### src/splitter_consts.vh
`ifndef SPLITTER_CONSTS_VH
`define SPLITTER_CONSTS_VH

// Largest command in bytes and the address bits below a burst boundary.
`define BURST_LIMIT_BYTES 6'h20
`define BURST_OFS_BITS 5
// Highest row count that still allows a two-dimensional request to merge.
`define MERGE_ROW_LIMIT 16'h03ff
// Entries of the destination register set.
`define DST_DEPTH 3'h4
`define DST_PTR_BITS 2
// Address style encoding on the request port.
`define ADDRESS_STEP_UP 1'b0

// Register byte offsets.
`define REG_CONTROL 4'h0
`define REG_STATUS 4'h4
`define REG_DONE_COUNT 4'h8

// Control fields and reset value.
`define CTRL_ENABLE 0
`define CTRL_MERGE 1
`define CTRL_RESET 2'h3

// Status fields.
`define STAT_SRC_BUSY 0
`define STAT_DST_BUSY 1
`define STAT_DCOUNT_LO 4

// AXI responses.
`define RESP_OKAY 2'h0
`define RESP_SLVERR 2'h2

`endif

### src/dest_entry_ram.v
`timescale 1ns/10ps
// Small register-file memory with a registered read port.
module dest_entry_ram #(
  parameter WIDTH = 85,
  parameter ABITS = 2
) (
  input wire aclk,
  input wire wr_en,
  input wire [ABITS-1:0] wr_addr,
  input wire [WIDTH-1:0] wr_data,
  input wire [ABITS-1:0] rd_addr,
  output reg [WIDTH-1:0] rd_data
);
  reg [WIDTH-1:0] mem [0:(1<<ABITS)-1];

  always @(posedge aclk) begin
    if (wr_en) begin
      mem[wr_addr] <= wr_data;
    end
    rd_data <= mem[rd_addr];
  end
endmodule // dest_entry_ram

### src/transfer_command_splitter.v
// Summary of operation
// - Carry out every accepted move_job end to end.
// - Read and write sides issue efficiently sized commands.
// - Commands as large as limit and row allow.
// - No command exceeds burst_limit_bytes.
// - First linear command aligns the following ones.
// - Rows longer than the burst split into bursts.
// - Rows serviced in turn until row_count done.
// - Merge only small power-of-two rows with pitch equal.
// - Merge also needs address_step_up; else row-by-row.
// - Row count limit for merging is inclusive.
// - Merge decided separately for read and write.
// - Reads of next job overlap earlier writes.
// - Jobs in flight capped by destination entries.
// - Accept job only when both sets have room.
// - Writes start once enough read data landed.
// - Report completion of each job to requester.
`timescale 1ns/10ps
`include "splitter_consts.vh"
module transfer_command_splitter (
  input wire aclk,
  input wire aresetn,
  input wire job_valid,
  output wire job_ready,
  input wire [31:0] job_source_pointer,
  input wire [31:0] job_dest_pointer,
  input wire [15:0] job_row_bytes,
  input wire [15:0] job_row_count,
  input wire [15:0] job_src_row_pitch,
  input wire [15:0] job_dst_row_pitch,
  input wire job_src_address_style,
  input wire job_dst_address_style,
  input wire [3:0] job_tag,
  output wire rd_cmd_valid,
  input wire rd_cmd_ready,
  output wire [31:0] rd_cmd_addr,
  output wire [5:0] rd_cmd_bytes,
  input wire rd_land_valid,
  input wire [5:0] rd_land_bytes,
  output wire wr_cmd_valid,
  input wire wr_cmd_ready,
  output wire [31:0] wr_cmd_addr,
  output wire [5:0] wr_cmd_bytes,
  output reg cpl_valid,
  output reg [3:0] cpl_tag,
  input wire [3:0] s_axi_awaddr,
  input wire s_axi_awvalid,
  output wire s_axi_awready,
  input wire [31:0] s_axi_wdata,
  input wire [3:0] s_axi_wstrb,
  input wire s_axi_wvalid,
  output wire s_axi_wready,
  output reg [1:0] s_axi_bresp,
  output reg s_axi_bvalid,
  input wire s_axi_bready,
  input wire [3:0] s_axi_araddr,
  input wire s_axi_arvalid,
  output wire s_axi_arready,
  output reg [31:0] s_axi_rdata,
  output reg [1:0] s_axi_rresp,
  output reg s_axi_rvalid,
  input wire s_axi_rready
);
  localparam W_IDLE = 2'h0;
  localparam W_WAIT = 2'h1;
  localparam W_RUN = 2'h2;
  localparam ENTRY_W = 85;

  // Size of the next command: up to the next burst boundary, capped by what is left.
  function [5:0] chunk_of;
    input [31:0] addr;
    input [15:0] left;
    reg [5:0] room;
    begin
      room = `BURST_LIMIT_BYTES - {1'b0, addr[`BURST_OFS_BITS-1:0]};
      chunk_of = ({10'h000, room} < left) ? room : left[5:0];
    end
  endfunction

  function mergeable;
    input [15:0] rb;
    input [15:0] rc;
    input [15:0] pitch;
    input style;
    input allow;
    begin
      mergeable = allow && (rb != 16'h0000)
        && (rb <= {10'h000, `BURST_LIMIT_BYTES})
        && ((rb & (rb - 16'h0001)) == 16'h0000)
        && (pitch == rb)
        && (rc <= `MERGE_ROW_LIMIT)
        && (style == `ADDRESS_STEP_UP);
    end
  endfunction

  reg [1:0] control;
  reg [15:0] done_count;

  // Source active set.
  reg s_act;
  reg [31:0] s_addr;
  reg [31:0] s_base;
  reg [15:0] s_left;
  reg [15:0] s_rows;
  reg [15:0] s_rb;
  reg [15:0] s_pitch;

  // Destination register set bookkeeping.
  reg [`DST_PTR_BITS-1:0] d_head;
  reg [`DST_PTR_BITS-1:0] d_tail;
  reg [2:0] d_count;

  // Write side working copy of the head entry.
  reg [1:0] w_state;
  reg [31:0] w_addr;
  reg [31:0] w_base;
  reg [15:0] w_left;
  reg [15:0] w_rows;
  reg [15:0] w_rb;
  reg [15:0] w_pitch;
  reg [3:0] w_tag;
  reg [15:0] credit;

  wire [ENTRY_W-1:0] head_entry;
  wire src_merge;
  wire dst_merge;
  wire job_take;
  wire rd_take;
  wire wr_take;
  wire pop;
  wire [5:0] rd_chunk;
  wire [5:0] wr_chunk;
  wire [31:0] job_span;
  wire [15:0] e_rb;
  wire [15:0] e_rc;
  wire [15:0] e_pitch;
  wire e_merge;
  wire [31:0] e_span;

  // Each side decides independently whether it can run as one linear stream.
  assign src_merge = mergeable(job_row_bytes, job_row_count, job_src_row_pitch,
    job_src_address_style, control[`CTRL_MERGE]);
  assign dst_merge = mergeable(job_row_bytes, job_row_count, job_dst_row_pitch,
    job_dst_address_style, control[`CTRL_MERGE]);
  assign job_span = job_row_bytes * job_row_count;

  // A new job waits for the source set to drain and a free destination entry,
  // but not for the writes of earlier jobs.
  assign job_ready = control[`CTRL_ENABLE] && !s_act
    && (d_count != `DST_DEPTH);
  assign job_take = job_valid && job_ready;

  assign rd_chunk = chunk_of(s_addr, s_left);
  assign rd_cmd_valid = s_act;
  assign rd_cmd_addr = s_addr;
  assign rd_cmd_bytes = rd_chunk;
  assign rd_take = rd_cmd_valid && rd_cmd_ready;

  always @(posedge aclk) begin
    if (!aresetn) begin
      s_act <= 1'b0;
      s_addr <= 32'h00000000;
      s_base <= 32'h00000000;
      s_left <= 16'h0000;
      s_rows <= 16'h0000;
      s_rb <= 16'h0000;
      s_pitch <= 16'h0000;
    end else if (job_take) begin
      // An empty job issues no reads; its entry completes on the write side.
      s_act <= (job_row_bytes != 16'h0000) && (job_row_count != 16'h0000);
      s_addr <= job_source_pointer;
      s_base <= job_source_pointer;
      s_rb <= job_row_bytes;
      s_pitch <= job_src_row_pitch;
      if (src_merge) begin
        s_left <= job_span[15:0];
        s_rows <= 16'h0001;
      end else begin
        s_left <= job_row_bytes;
        s_rows <= job_row_count;
      end
    end else if (rd_take) begin
      if ({10'h000, rd_chunk} == s_left) begin
        if (s_rows == 16'h0001) begin
          s_act <= 1'b0;
        end else begin
          s_rows <= s_rows - 16'h0001;
          s_base <= s_base + {{16{s_pitch[15]}}, s_pitch};
          s_addr <= s_base + {{16{s_pitch[15]}}, s_pitch};
          s_left <= s_rb;
        end
      end else begin
        s_addr <= s_addr + {26'h0000000, rd_chunk};
        s_left <= s_left - {10'h000, rd_chunk};
      end
    end
  end

  dest_entry_ram #(
    .WIDTH(ENTRY_W),
    .ABITS(`DST_PTR_BITS)
  ) dst_set (
    .aclk(aclk),
    .wr_en(job_take),
    .wr_addr(d_tail),
    .wr_data({job_tag, dst_merge, job_dst_row_pitch, job_row_count, job_row_bytes,
      job_dest_pointer}),
    .rd_addr(d_head),
    .rd_data(head_entry)
  );

  assign e_rb = head_entry[47:32];
  assign e_rc = head_entry[63:48];
  assign e_pitch = head_entry[79:64];
  assign e_merge = head_entry[80];
  assign e_span = e_rb * e_rc;

  // Writes draw on bytes already landed in the data FIFO.
  assign wr_chunk = chunk_of(w_addr, w_left);
  assign wr_cmd_valid = (w_state == W_RUN) && (w_left != 16'h0000)
    && (credit >= {10'h000, wr_chunk});
  assign wr_cmd_addr = w_addr;
  assign wr_cmd_bytes = wr_chunk;
  assign wr_take = wr_cmd_valid && wr_cmd_ready;
  assign pop = (w_state == W_RUN) && ((w_left == 16'h0000)
    || (wr_take && ({10'h000, wr_chunk} == w_left) && (w_rows == 16'h0001)));

  always @(posedge aclk) begin
    if (!aresetn) begin
      w_state <= W_IDLE;
      w_addr <= 32'h00000000;
      w_base <= 32'h00000000;
      w_left <= 16'h0000;
      w_rows <= 16'h0000;
      w_rb <= 16'h0000;
      w_pitch <= 16'h0000;
      w_tag <= 4'h0;
      cpl_valid <= 1'b0;
      cpl_tag <= 4'h0;
    end else begin
      cpl_valid <= 1'b0;
      case (w_state)
        W_IDLE: begin
          // One cycle lets the registered read settle on the new head.
          if (d_count != 3'h0) begin
            w_state <= W_WAIT;
          end
        end
        W_WAIT: begin
          w_state <= W_RUN;
          w_addr <= head_entry[31:0];
          w_base <= head_entry[31:0];
          w_rb <= e_rb;
          w_pitch <= e_pitch;
          w_tag <= head_entry[84:81];
          if (e_rc == 16'h0000) begin
            w_left <= 16'h0000;
            w_rows <= 16'h0001;
          end else if (e_merge) begin
            w_left <= e_span[15:0];
            w_rows <= 16'h0001;
          end else begin
            w_left <= e_rb;
            w_rows <= e_rc;
          end
        end
        W_RUN: begin
          if (pop) begin
            w_state <= W_IDLE;
            w_left <= 16'h0000;
            cpl_valid <= 1'b1;
            cpl_tag <= w_tag;
          end else if (wr_take) begin
            if ({10'h000, wr_chunk} == w_left) begin
              w_rows <= w_rows - 16'h0001;
              w_base <= w_base + {{16{w_pitch[15]}}, w_pitch};
              w_addr <= w_base + {{16{w_pitch[15]}}, w_pitch};
              w_left <= w_rb;
            end else begin
              w_addr <= w_addr + {26'h0000000, wr_chunk};
              w_left <= w_left - {10'h000, wr_chunk};
            end
          end
        end
        default: begin
          w_state <= W_IDLE;
        end
      endcase
    end
  end

  always @(posedge aclk) begin
    if (!aresetn) begin
      d_head <= {`DST_PTR_BITS{1'b0}};
      d_tail <= {`DST_PTR_BITS{1'b0}};
      d_count <= 3'h0;
      credit <= 16'h0000;
      done_count <= 16'h0000;
    end else begin
      if (job_take) begin
        d_tail <= d_tail + 2'h1;
      end
      if (pop) begin
        d_head <= d_head + 2'h1;
        done_count <= done_count + 16'h0001;
      end
      if (job_take && !pop) begin
        d_count <= d_count + 3'h1;
      end else if (pop && !job_take) begin
        d_count <= d_count - 3'h1;
      end
      // Landed bytes and spent bytes may meet in one cycle; both count.
      credit <= credit + (rd_land_valid ? {10'h000, rd_land_bytes} : 16'h0000)
        - (wr_take ? {10'h000, wr_chunk} : 16'h0000);
    end
  end

  // AXI4-Lite slave. Address and data are latched separately and may come
  // in either order; one write and one read are handled at a time.
  reg aw_held;
  reg w_held;
  reg [3:0] aw_addr;
  reg [31:0] w_data;
  reg [3:0] w_strb;
  wire wr_go;
  wire [31:0] status_word;

  assign s_axi_awready = !aw_held && !s_axi_bvalid;
  assign s_axi_wready = !w_held && !s_axi_bvalid;
  assign s_axi_arready = !s_axi_rvalid;
  assign wr_go = aw_held && w_held && !s_axi_bvalid;
  assign status_word = {25'h0000000, d_count, 2'h0, (w_state != W_IDLE), s_act};

  always @(posedge aclk) begin
    if (!aresetn) begin
      aw_held <= 1'b0;
      w_held <= 1'b0;
      aw_addr <= 4'h0;
      w_data <= 32'h00000000;
      w_strb <= 4'h0;
      s_axi_bvalid <= 1'b0;
      s_axi_bresp <= `RESP_OKAY;
      control <= `CTRL_RESET;
    end else begin
      if (s_axi_awvalid && s_axi_awready) begin
        aw_held <= 1'b1;
        aw_addr <= s_axi_awaddr;
      end
      if (s_axi_wvalid && s_axi_wready) begin
        w_held <= 1'b1;
        w_data <= s_axi_wdata;
        w_strb <= s_axi_wstrb;
      end
      if (wr_go) begin
        aw_held <= 1'b0;
        w_held <= 1'b0;
        s_axi_bvalid <= 1'b1;
        s_axi_bresp <= `RESP_OKAY;
        if (aw_addr == `REG_CONTROL) begin
          if (w_strb[0]) begin
            control <= w_data[1:0];
          end
        end else if (aw_addr == `REG_STATUS || aw_addr == `REG_DONE_COUNT) begin
          s_axi_bresp <= `RESP_OKAY;
        end else begin
          s_axi_bresp <= `RESP_SLVERR;
        end
      end else if (s_axi_bvalid && s_axi_bready) begin
        s_axi_bvalid <= 1'b0;
      end
    end
  end

  always @(posedge aclk) begin
    if (!aresetn) begin
      s_axi_rvalid <= 1'b0;
      s_axi_rdata <= 32'h00000000;
      s_axi_rresp <= `RESP_OKAY;
    end else if (s_axi_arvalid && s_axi_arready) begin
      s_axi_rvalid <= 1'b1;
      s_axi_rresp <= `RESP_OKAY;
      if (s_axi_araddr == `REG_CONTROL) begin
        s_axi_rdata <= {30'h00000000, control};
      end else if (s_axi_araddr == `REG_STATUS) begin
        s_axi_rdata <= status_word;
      end else if (s_axi_araddr == `REG_DONE_COUNT) begin
        s_axi_rdata <= {16'h0000, done_count};
      end else begin
        s_axi_rdata <= 32'h00000000;
        s_axi_rresp <= `RESP_SLVERR;
      end
    end else if (s_axi_rvalid && s_axi_rready) begin
      s_axi_rvalid <= 1'b0;
    end
  end
endmodule // transfer_command_splitter

### config.mk
export PLATFORM = sky130hd
export DESIGN_NAME = transfer_command_splitter
export DESIGN_NICKNAME = d
export VERILOG_FILES = /design/src/dest_entry_ram.v /design/src/transfer_command_splitter.v
export VERILOG_INCLUDE_DIRS = /design/src
export SDC_FILE = /design/constraint.sdc
export NUM_CORES = 2
export LEC_CHECK = 0
export ABC_AREA = 1
export BUFFER_PORTS_ARGS = -buffer_cell sky130_fd_sc_hd__clkbuf_2
export CAP_MARGIN = 5
export CORE_ASPECT_RATIO = 2
export CORE_MARGIN = 4
export CORE_UTILIZATION = 45
export DETAILED_ROUTE_END_ITERATION = 12
export GPL_TIMING_DRIVEN = 0
export HOLD_SLACK_MARGIN = 0.05
export PLACE_DENSITY = 0.58
export SETUP_SLACK_MARGIN = 0.5
export SKIP_LAST_GASP = 1
export SLEW_MARGIN = 20
export SYNTH_ARGS = -nofsm -noshare
export SYNTH_HDL_FRONTEND = slang
export SYNTH_SLANG_ARGS = --single-unit
export TNS_END_PERCENT = 1
### constraint.sdc
create_clock -name aclk -period 6.3 [get_ports aclk]
set_input_delay 0 -clock aclk [delete_from_list [all_inputs] [get_ports aclk]]
set_output_delay 0 -clock aclk [all_outputs]
set_load 0.005 [all_outputs]
# --- After elaboration in Yosys (flattened, before gate mapping) ---
# Memories as Yosys holds them, arrays and structs flattened. A register that Yosys moved wholly into a read port is not among the register bits.
# Index checks and enable logic that the tools add are counted.
# W data, S select, Z words.
op_classes:
  add_sub_neg: 18
  mul: 2
  n_lt_le_gt_ge: 5
  n_eq_ne: 21
  mux: 65
  n_bitwise: 4
  n_reduce_logical: 69
ops:
  columns: ["op", "count"]
  rows:
  - ["$mux W32", 13]
  - ["$mux W16", 23]
  - ["$pmux W32 S2", 2]
  - ["$add A32 B32 Y32", 2]
  - ["$add A32 B6 Y32", 2]
  - ["$pmux W16 S2", 2]
  - ["$logic_not A16 Y1", 3]
  - ["$reduce_bool A16 Y1", 3]
  - ["$sub A16 B1 Y16 const B", 3]
  - ["$sub A16 B6 Y16", 3]
  - ["$eq A16 B1 Y1 const B", 2]
  - ["$eq A16 B16 Y1", 2]
  - ["$eq A6 B16 Y1", 2]
  - ["$lt A6 B16 Y1", 2]
  - ["$mul A16 B16 Y16", 2]
  - ["$logic_and A1 B1 Y1", 31]
  - ["$mux W6", 4]
  - ["$add A16 B1 Y16 const B", 1]
  - ["$add A16 B6 Y16", 1]
  - ["$and A16 B16 Y16", 1]
  - ["$ge A16 B6 Y1", 1]
  - ["$le A16 B10 Y1 const B", 1]
  - ["$le A16 B6 Y1 const B", 1]
  - ["$reduce_bool A2 Y1", 8]
  - ["other kinds (25)", 69]
totals:
  register_bits: 356
  mem_bits_rw: 340
  elab_cells: 218
  mem_count: 1
mem_list:
  columns: ["memory", "depth", "word_bits", "read_ports", "rd_ports_with_merged_regs", "write_ports", "line_no", "text"]
  rows:
  - ["dst_set.mem", 4, 85, 1, 1, 1, "dest_entry_ram.v:14", "reg [WIDTH-1:0] mem [0:(1<<ABITS)-1];"]

# --- Logic depth before layout (Yosys ltp) ---
logic_depth:
  word_depth: 13
  depth_mapped: 40

# --- By module ---
# From an unflattened synthesis, not the netlist that was laid out.
unflattened:
  hier_cells: 6794
  area_unflattened_um2: 49956.7
modules_own_cells:
  columns: ["mod", "instances", "cells_each", "area_per_inst_um2", "seq_area_each_um2"]
  rows:
  - ["transfer_command_splitter", 1, 5369, 33930.0, 6766.5]
  - ["dest_entry_ram", 1, 1425, 16026.6, 11911.4]

# --- Least setup slack after synthesis ---
# OpenSTA, ideal clock, no wires.
synth_timing:
  kind: "flip-flop to flip-flop"
  startpoint: "reg d_count[0]"
  endpoint: "mem dst_set.mem[0][0], enable pin"
  setup_ps: 529
  arrival_ps: 4899
  required_ps: 5771
  setup_slack_ps: 872
  stages_incl_launch_ff: 10
  path_buffers: 3
  synth_period_minus_slack_ps: 5428
  cell_sequence: "dfxtp_1 inv_1 nand3_1 nand3_1 inv_1 nand2_1 clkbuf_1 buf_1 buf_1 nor2_1"
synth_via:
  elab_chain_cells: 5
synth_lines:
  columns: ["item", "line_no", "text"]
  rows:
  - ["start: declaration", "transfer_command_splitter.v:111", "reg [2:0] d_count;"]
  - ["start signal: assignment", "transfer_command_splitter.v:308", "d_count <= d_count + 3'h1;"]
  - ["start signal: assignment", "transfer_command_splitter.v:310", "d_count <= d_count - 3'h1;"]
  - ["$ne A3 B3 Y1 (no source line)", null, null]
  - ["$logic_and A1 B1 Y1", "transfer_command_splitter.v:149", "assign job_ready = control[`CTRL_ENABLE] && !s_act"]
  - ["net job_ready", "transfer_command_splitter.v:24", "output wire job_ready,"]
  - ["$logic_and A1 B1 Y1", "transfer_command_splitter.v:151", "assign job_take = job_valid && job_ready;"]
  - ["$mux W1", "dest_entry_ram.v:17", "if (wr_en) begin"]
  - ["$mux W1 (not written as such)", "dest_entry_ram.v:18", "mem[wr_addr] <= wr_data;"]
  - ["end: declaration", "dest_entry_ram.v:14", null]
# The timed path passes the listed nets, and every way through them passes these cells.

# --- Worst setup path after layout ---
layout_timing:
  startpoint: "reg dst_set.rd_data[50] (read register of dst_set.mem)"
  endpoint: "reg w_left[14]"
layout_via:
  elab_chain_cells: 4
  word_cells_on_any_way: 5
  classes_between: "mul: 1; mux: 3; reduce/logical: 1"
layout_lines:
  columns: ["item", "line_no", "text"]
  rows:
  - ["start: declaration", "dest_entry_ram.v:12", "output reg [WIDTH-1:0] rd_data"]
  - ["$mul A16 B16 Y16", "transfer_command_splitter.v:216", "assign e_span = e_rb * e_rc;"]
  - ["$mux W16", "transfer_command_splitter.v:259", "end else if (e_merge) begin"]
  - ["$mux W16 (*)", "transfer_command_splitter.v:256", "if (e_rc == 16'h0000) begin"]
  - ["$pmux W16 S2 (*)", "transfer_command_splitter.v:242", "case (w_state)"]
  - ["end signal: assignment", "transfer_command_splitter.v:260", "w_left <= e_span[15:0];"]
  - ["end signal: assignment", "transfer_command_splitter.v:263", "w_left <= e_rb;"]
  - ["end signal: assignment", "transfer_command_splitter.v:278", "w_left <= w_rb;"]
  - ["end: declaration", "transfer_command_splitter.v:117", "reg [15:0] w_left;"]
# Mark *: on every way between the ends. The rest lies on a longest branch, timed or not.
# A chain may end at the register's enable or synchronous reset.

==> results.json <==
{
  "clkLatencyLatePin_ps": 700,
  "internal_power_mw": 15.9,
  "detail-route-antenna-nets": 0,
  "crit_start": "dst_set.rd_data[50]$_DFF_P_",
  "combinationalPowerShare_pct": 63.7,
  "sw_share_pct": 51.1,
  "post_syn_area_um2": 47900,
  "clkPwrFrac_pct": 15.1,
  "clock-sinks": 763,
  "worstMarginPinSlew_ps": 1290,
  "reg2reg_from": "dst_set.rd_data[50]$_DFF_P_",
  "postLayoutSetupSlackWorst_ps": 459,
  "floorplan.initialDensity_pct": 45.2,
  "overflow": 0,
  "crit_type": "reg -> reg",
  "routed_wire_length_per_instance_um": 24.7,
  "most-common-layout-cells": "sky130_fd_sc_hd__nand2_1, sky130_fd_sc_hd__inv_1, sky130_fd_sc_hd__nor2_1",
  "timing.hold.worst.start": "job_dest_pointer[4]",
  "seq_area_frac_synth_pct": 39.0,
  "groute.usage.overall_pct": 35.5,
  "synthToLayoutAreaGrowth_pct": 17.2,
  "die_x_um": 239,
  "number_of_enable_type_register_cells_in_the_synthesized_netlist": 340,
  "cts.reportedPaths.clkPinSlew_ps": 70,
  "vdd_ir_drop_max_mv": 0.803,
  "grt_max_degree": 22,
  "ys_seq_elements": 763,
  "place_congestion": 1.04,
  "final.fill_count": 10500,
  "totalWireLength_um": 204000,
  "worst_ep_arrival_time_ps": 6480,
  "clock_tree_from_tritoncts": "yes",
  "setup-violations-final": 0,
  "nNetsFinal": 7402,
  "first_pass_grt_wire_length_um": 294000,
  "dp.final_hpwl_um": 163000,
  "routed-via-count": 45900,
  "synth.lib_cells_used.distinct": 62,
  "drive_gt1_share_pct": 8.25,
  "floorplan.die_area_um2": 112000,
  "run_status": "completed",
  "final.period_utilization_pct": 92.7,
  "hold_viol_final": 0,
  "maxCapViolations": 0,
  "place.port_buffers": 267,
  "hp-class": "in -> reg",
  "area_of_the_placeable_core_um2": 106000,
  "switchingPower_mw": 16.6,
  "cp_max_fanout": 10,
  "synth_cells": 6234,
  "cts_htree_levels": 3,
  "async_reset_ff_share_pct": 0,
  "critical_path_required_ps": 6940,
  "drc": 0,
  "design.portCount": 320,
  "yosys_warnings": 0,
  "detailedPlace.worstSlack_ps": -801,
  "setup.worst_path.start_class": "flop",
  "report.power.total_mw": 32.5,
  "detailedRoute.firstIterationViolations": 3270,
  "firstDrtPassIters": 6,
  "final.min_clock_period_ps": 5840,
  "fin_tns_setup_ps": 0,
  "ctsLongestPathBuffers": 3,
  "post_drt_via_cell_ratio": 5.57,
  "powerDensity_nw_per_um2": 580,
  "timing.slew.headroom_pct": 14.2,
  "die_height_um": 469,
  "place_area_um2": 51500,
  "grt_setup_unrepaired": "true",
  "final-max-slew-violation-count": 0,
  "stdcell_area_um2": 56100,
  "cts_root_buf": "sky130_fd_sc_hd__clkbuf_16",
  "area.sequential_um2": 18700,
  "multi_input_comb_area_um2": 25200,
  "max_freq_mhz": 171,
  "p_leak_nw": 25.5,
  "skew_ps": 42.9,
  "cts_made_buffers": 75,
  "leading_cell_type_in_the_layout_fill_and_taps_excluded": "sky130_fd_sc_hd__nand2_1",
  "ys.flop_type": "sky130_fd_sc_hd__dfxtp_1",
  "power.sequential.fraction_pct": 21.1,
  "first_global_vias": 46900,
  "core.rowCount": 169,
  "setup.worst_path.end_class": "flop",
  "syn_avg_cell_area_um2": 7.68,
  "number_of_antenna_violations_at_the_first_check_in_global_routing": 10
}
## routing by layer
metal  vias to the layer above  routed length, µm  track usage [%]
met5                         -                  8                0
met4                         2              23600             32.4
li1                      21600                  -                -
met3                       820              10100             5.28
met1                     21600              65100             33.1
met2                      1808             105000             65.1
## cell families after synthesis
group / Yosys count / share of synthesized area, %
buf+inv: 1099 / 8.92
xor+xnor: 134 / 2.45
simple gates: 2589 / 22.2
fa+ha+maj: 408 / 13.4
compound gates: 1240 / 14.0
flops: 763 / 39.0
other cells: 1 / 0.00783
## timing repair
action | CTS | global route
endpoints found under the setup margin | 23 | 112
setup buffers | 1 | 1
endpoints found under the hold margin | 479 | 0
hold buffers | 185 | 0
pin swaps | 1 | 1
resized for setup | 48 | 27
## power groups by stage
stage	sequential [mW]	clock (mW)	combinational (mW)
2_1_floorplan	6.61	0	13.2
3_3_place_gp	6.99	0	19.7
3_5_place_dp	6.94	0	19.9
4_1_cts	6.85	4.98	20.3
5_1_grt	6.94	5.15	22.9
6_report	6.88	4.92	20.7
## worst max-delay path: stages, from the launching register on
cell	delay (ps)
sky130_fd_sc_hd__dfxtp_1	310
sky130_fd_sc_hd__clkbuf_2	250
sky130_fd_sc_hd__clkbuf_4	290
sky130_fd_sc_hd__nand2_1	100
sky130_fd_sc_hd__fa_1	510
sky130_fd_sc_hd__inv_1	50
sky130_fd_sc_hd__fa_1	520
sky130_fd_sc_hd__inv_1	50
sky130_fd_sc_hd__fa_1	480
sky130_fd_sc_hd__fa_1	550
sky130_fd_sc_hd__inv_1	60
sky130_fd_sc_hd__fa_1	470
sky130_fd_sc_hd__inv_1	70
sky130_fd_sc_hd__fa_1	570
sky130_fd_sc_hd__inv_1	70
sky130_fd_sc_hd__ha_1	380
sky130_fd_sc_hd__nand2_1	80
sky130_fd_sc_hd__nor2_1	140
sky130_fd_sc_hd__nand3_1	90
sky130_fd_sc_hd__o2111ai_1	130
sky130_fd_sc_hd__a21oi_1	90
sky130_fd_sc_hd__o21ai_0	90
sky130_fd_sc_hd__nand2_1	160
sky130_fd_sc_hd__nand3_1	180
sky130_fd_sc_hd__nand2_1	70
sky130_fd_sc_hd__inv_1	50
## state kept, by name (all words and copies together), names as in the netlist, 16 cells and up
name             flops
wr_cmd_addr         32
s_base              32
dst_set.rd_data     85
w_pitch             16
w_base              32
w_rb                16
dst_set.mem        340
done_count          16
s_rb                16
s_axi_rdata         16
s_pitch             16
w_rows              16
w_left              16
s_left              16
rd_cmd_addr         32
credit              16
s_rows              16
## Yosys cell counts (22+ instances only)
cell type,instances,area (µm²)
sky130_fd_sc_hd__a21oi_1,405,2030
sky130_fd_sc_hd__a31oi_1,48,300
sky130_fd_sc_hd__buf_2,31,155
sky130_fd_sc_hd__buf_4,22,165
sky130_fd_sc_hd__clkbuf_1,209,785
sky130_fd_sc_hd__dfxtp_1,423,8470
sky130_fd_sc_hd__edfxtp_1,340,10200
sky130_fd_sc_hd__fa_1,173,3460
sky130_fd_sc_hd__ha_1,235,2940
sky130_fd_sc_hd__inv_1,805,3020
sky130_fd_sc_hd__nand2_1,1309,4910
sky130_fd_sc_hd__nand3_1,313,1570
sky130_fd_sc_hd__nand4_1,66,413
sky130_fd_sc_hd__nor2_1,750,2820
sky130_fd_sc_hd__nor3_1,65,325
sky130_fd_sc_hd__o21ai_0,565,2830
sky130_fd_sc_hd__o22ai_1,97,607
sky130_fd_sc_hd__or2_2,29,181
sky130_fd_sc_hd__xnor2_1,45,394
sky130_fd_sc_hd__xor2_1,89,780
## path summary, 6_finish.rpt
path,endpoint,slack [ps],cells after the start
worst max-delay path,w_left[14]$_SDFFE_PN0P_,460,25
worst min-delay path,dst_set.mem[2][4]$_DFFE_PP_,100,2
worst max register to register,w_left[14]$_SDFFE_PN0P_,460,25
worst min register to register,s_rb[13]$_SDFFE_PN0P_,470,2
## stage by stage
stage | util (%) | hold WS (ps) | cells
5_1_grt | 53.0 | 92.8 | 8233
3_3_place_gp | 48.2 | 221 | 7886
3_5_place_dp | 48.6 | 222 | 7903
6_report | 53.0 | 99.3 | 8237
2_1_floorplan | - | 98.9 | 6251
4_1_cts | 52.9 | 55.4 | 8228
## layout make-up
type,count,share of cell area [%]
clock buffer,94,3.65
antenna,8,0.0357
multi-input combinational,4389,44.8
tap,1368,3.05
buffer,285,2.29
sequential,763,33.3
clock inverter,45,1.01
inverter,814,5.45
timing repair buffer,471,6.41
(Power assumes the default switching activity.)
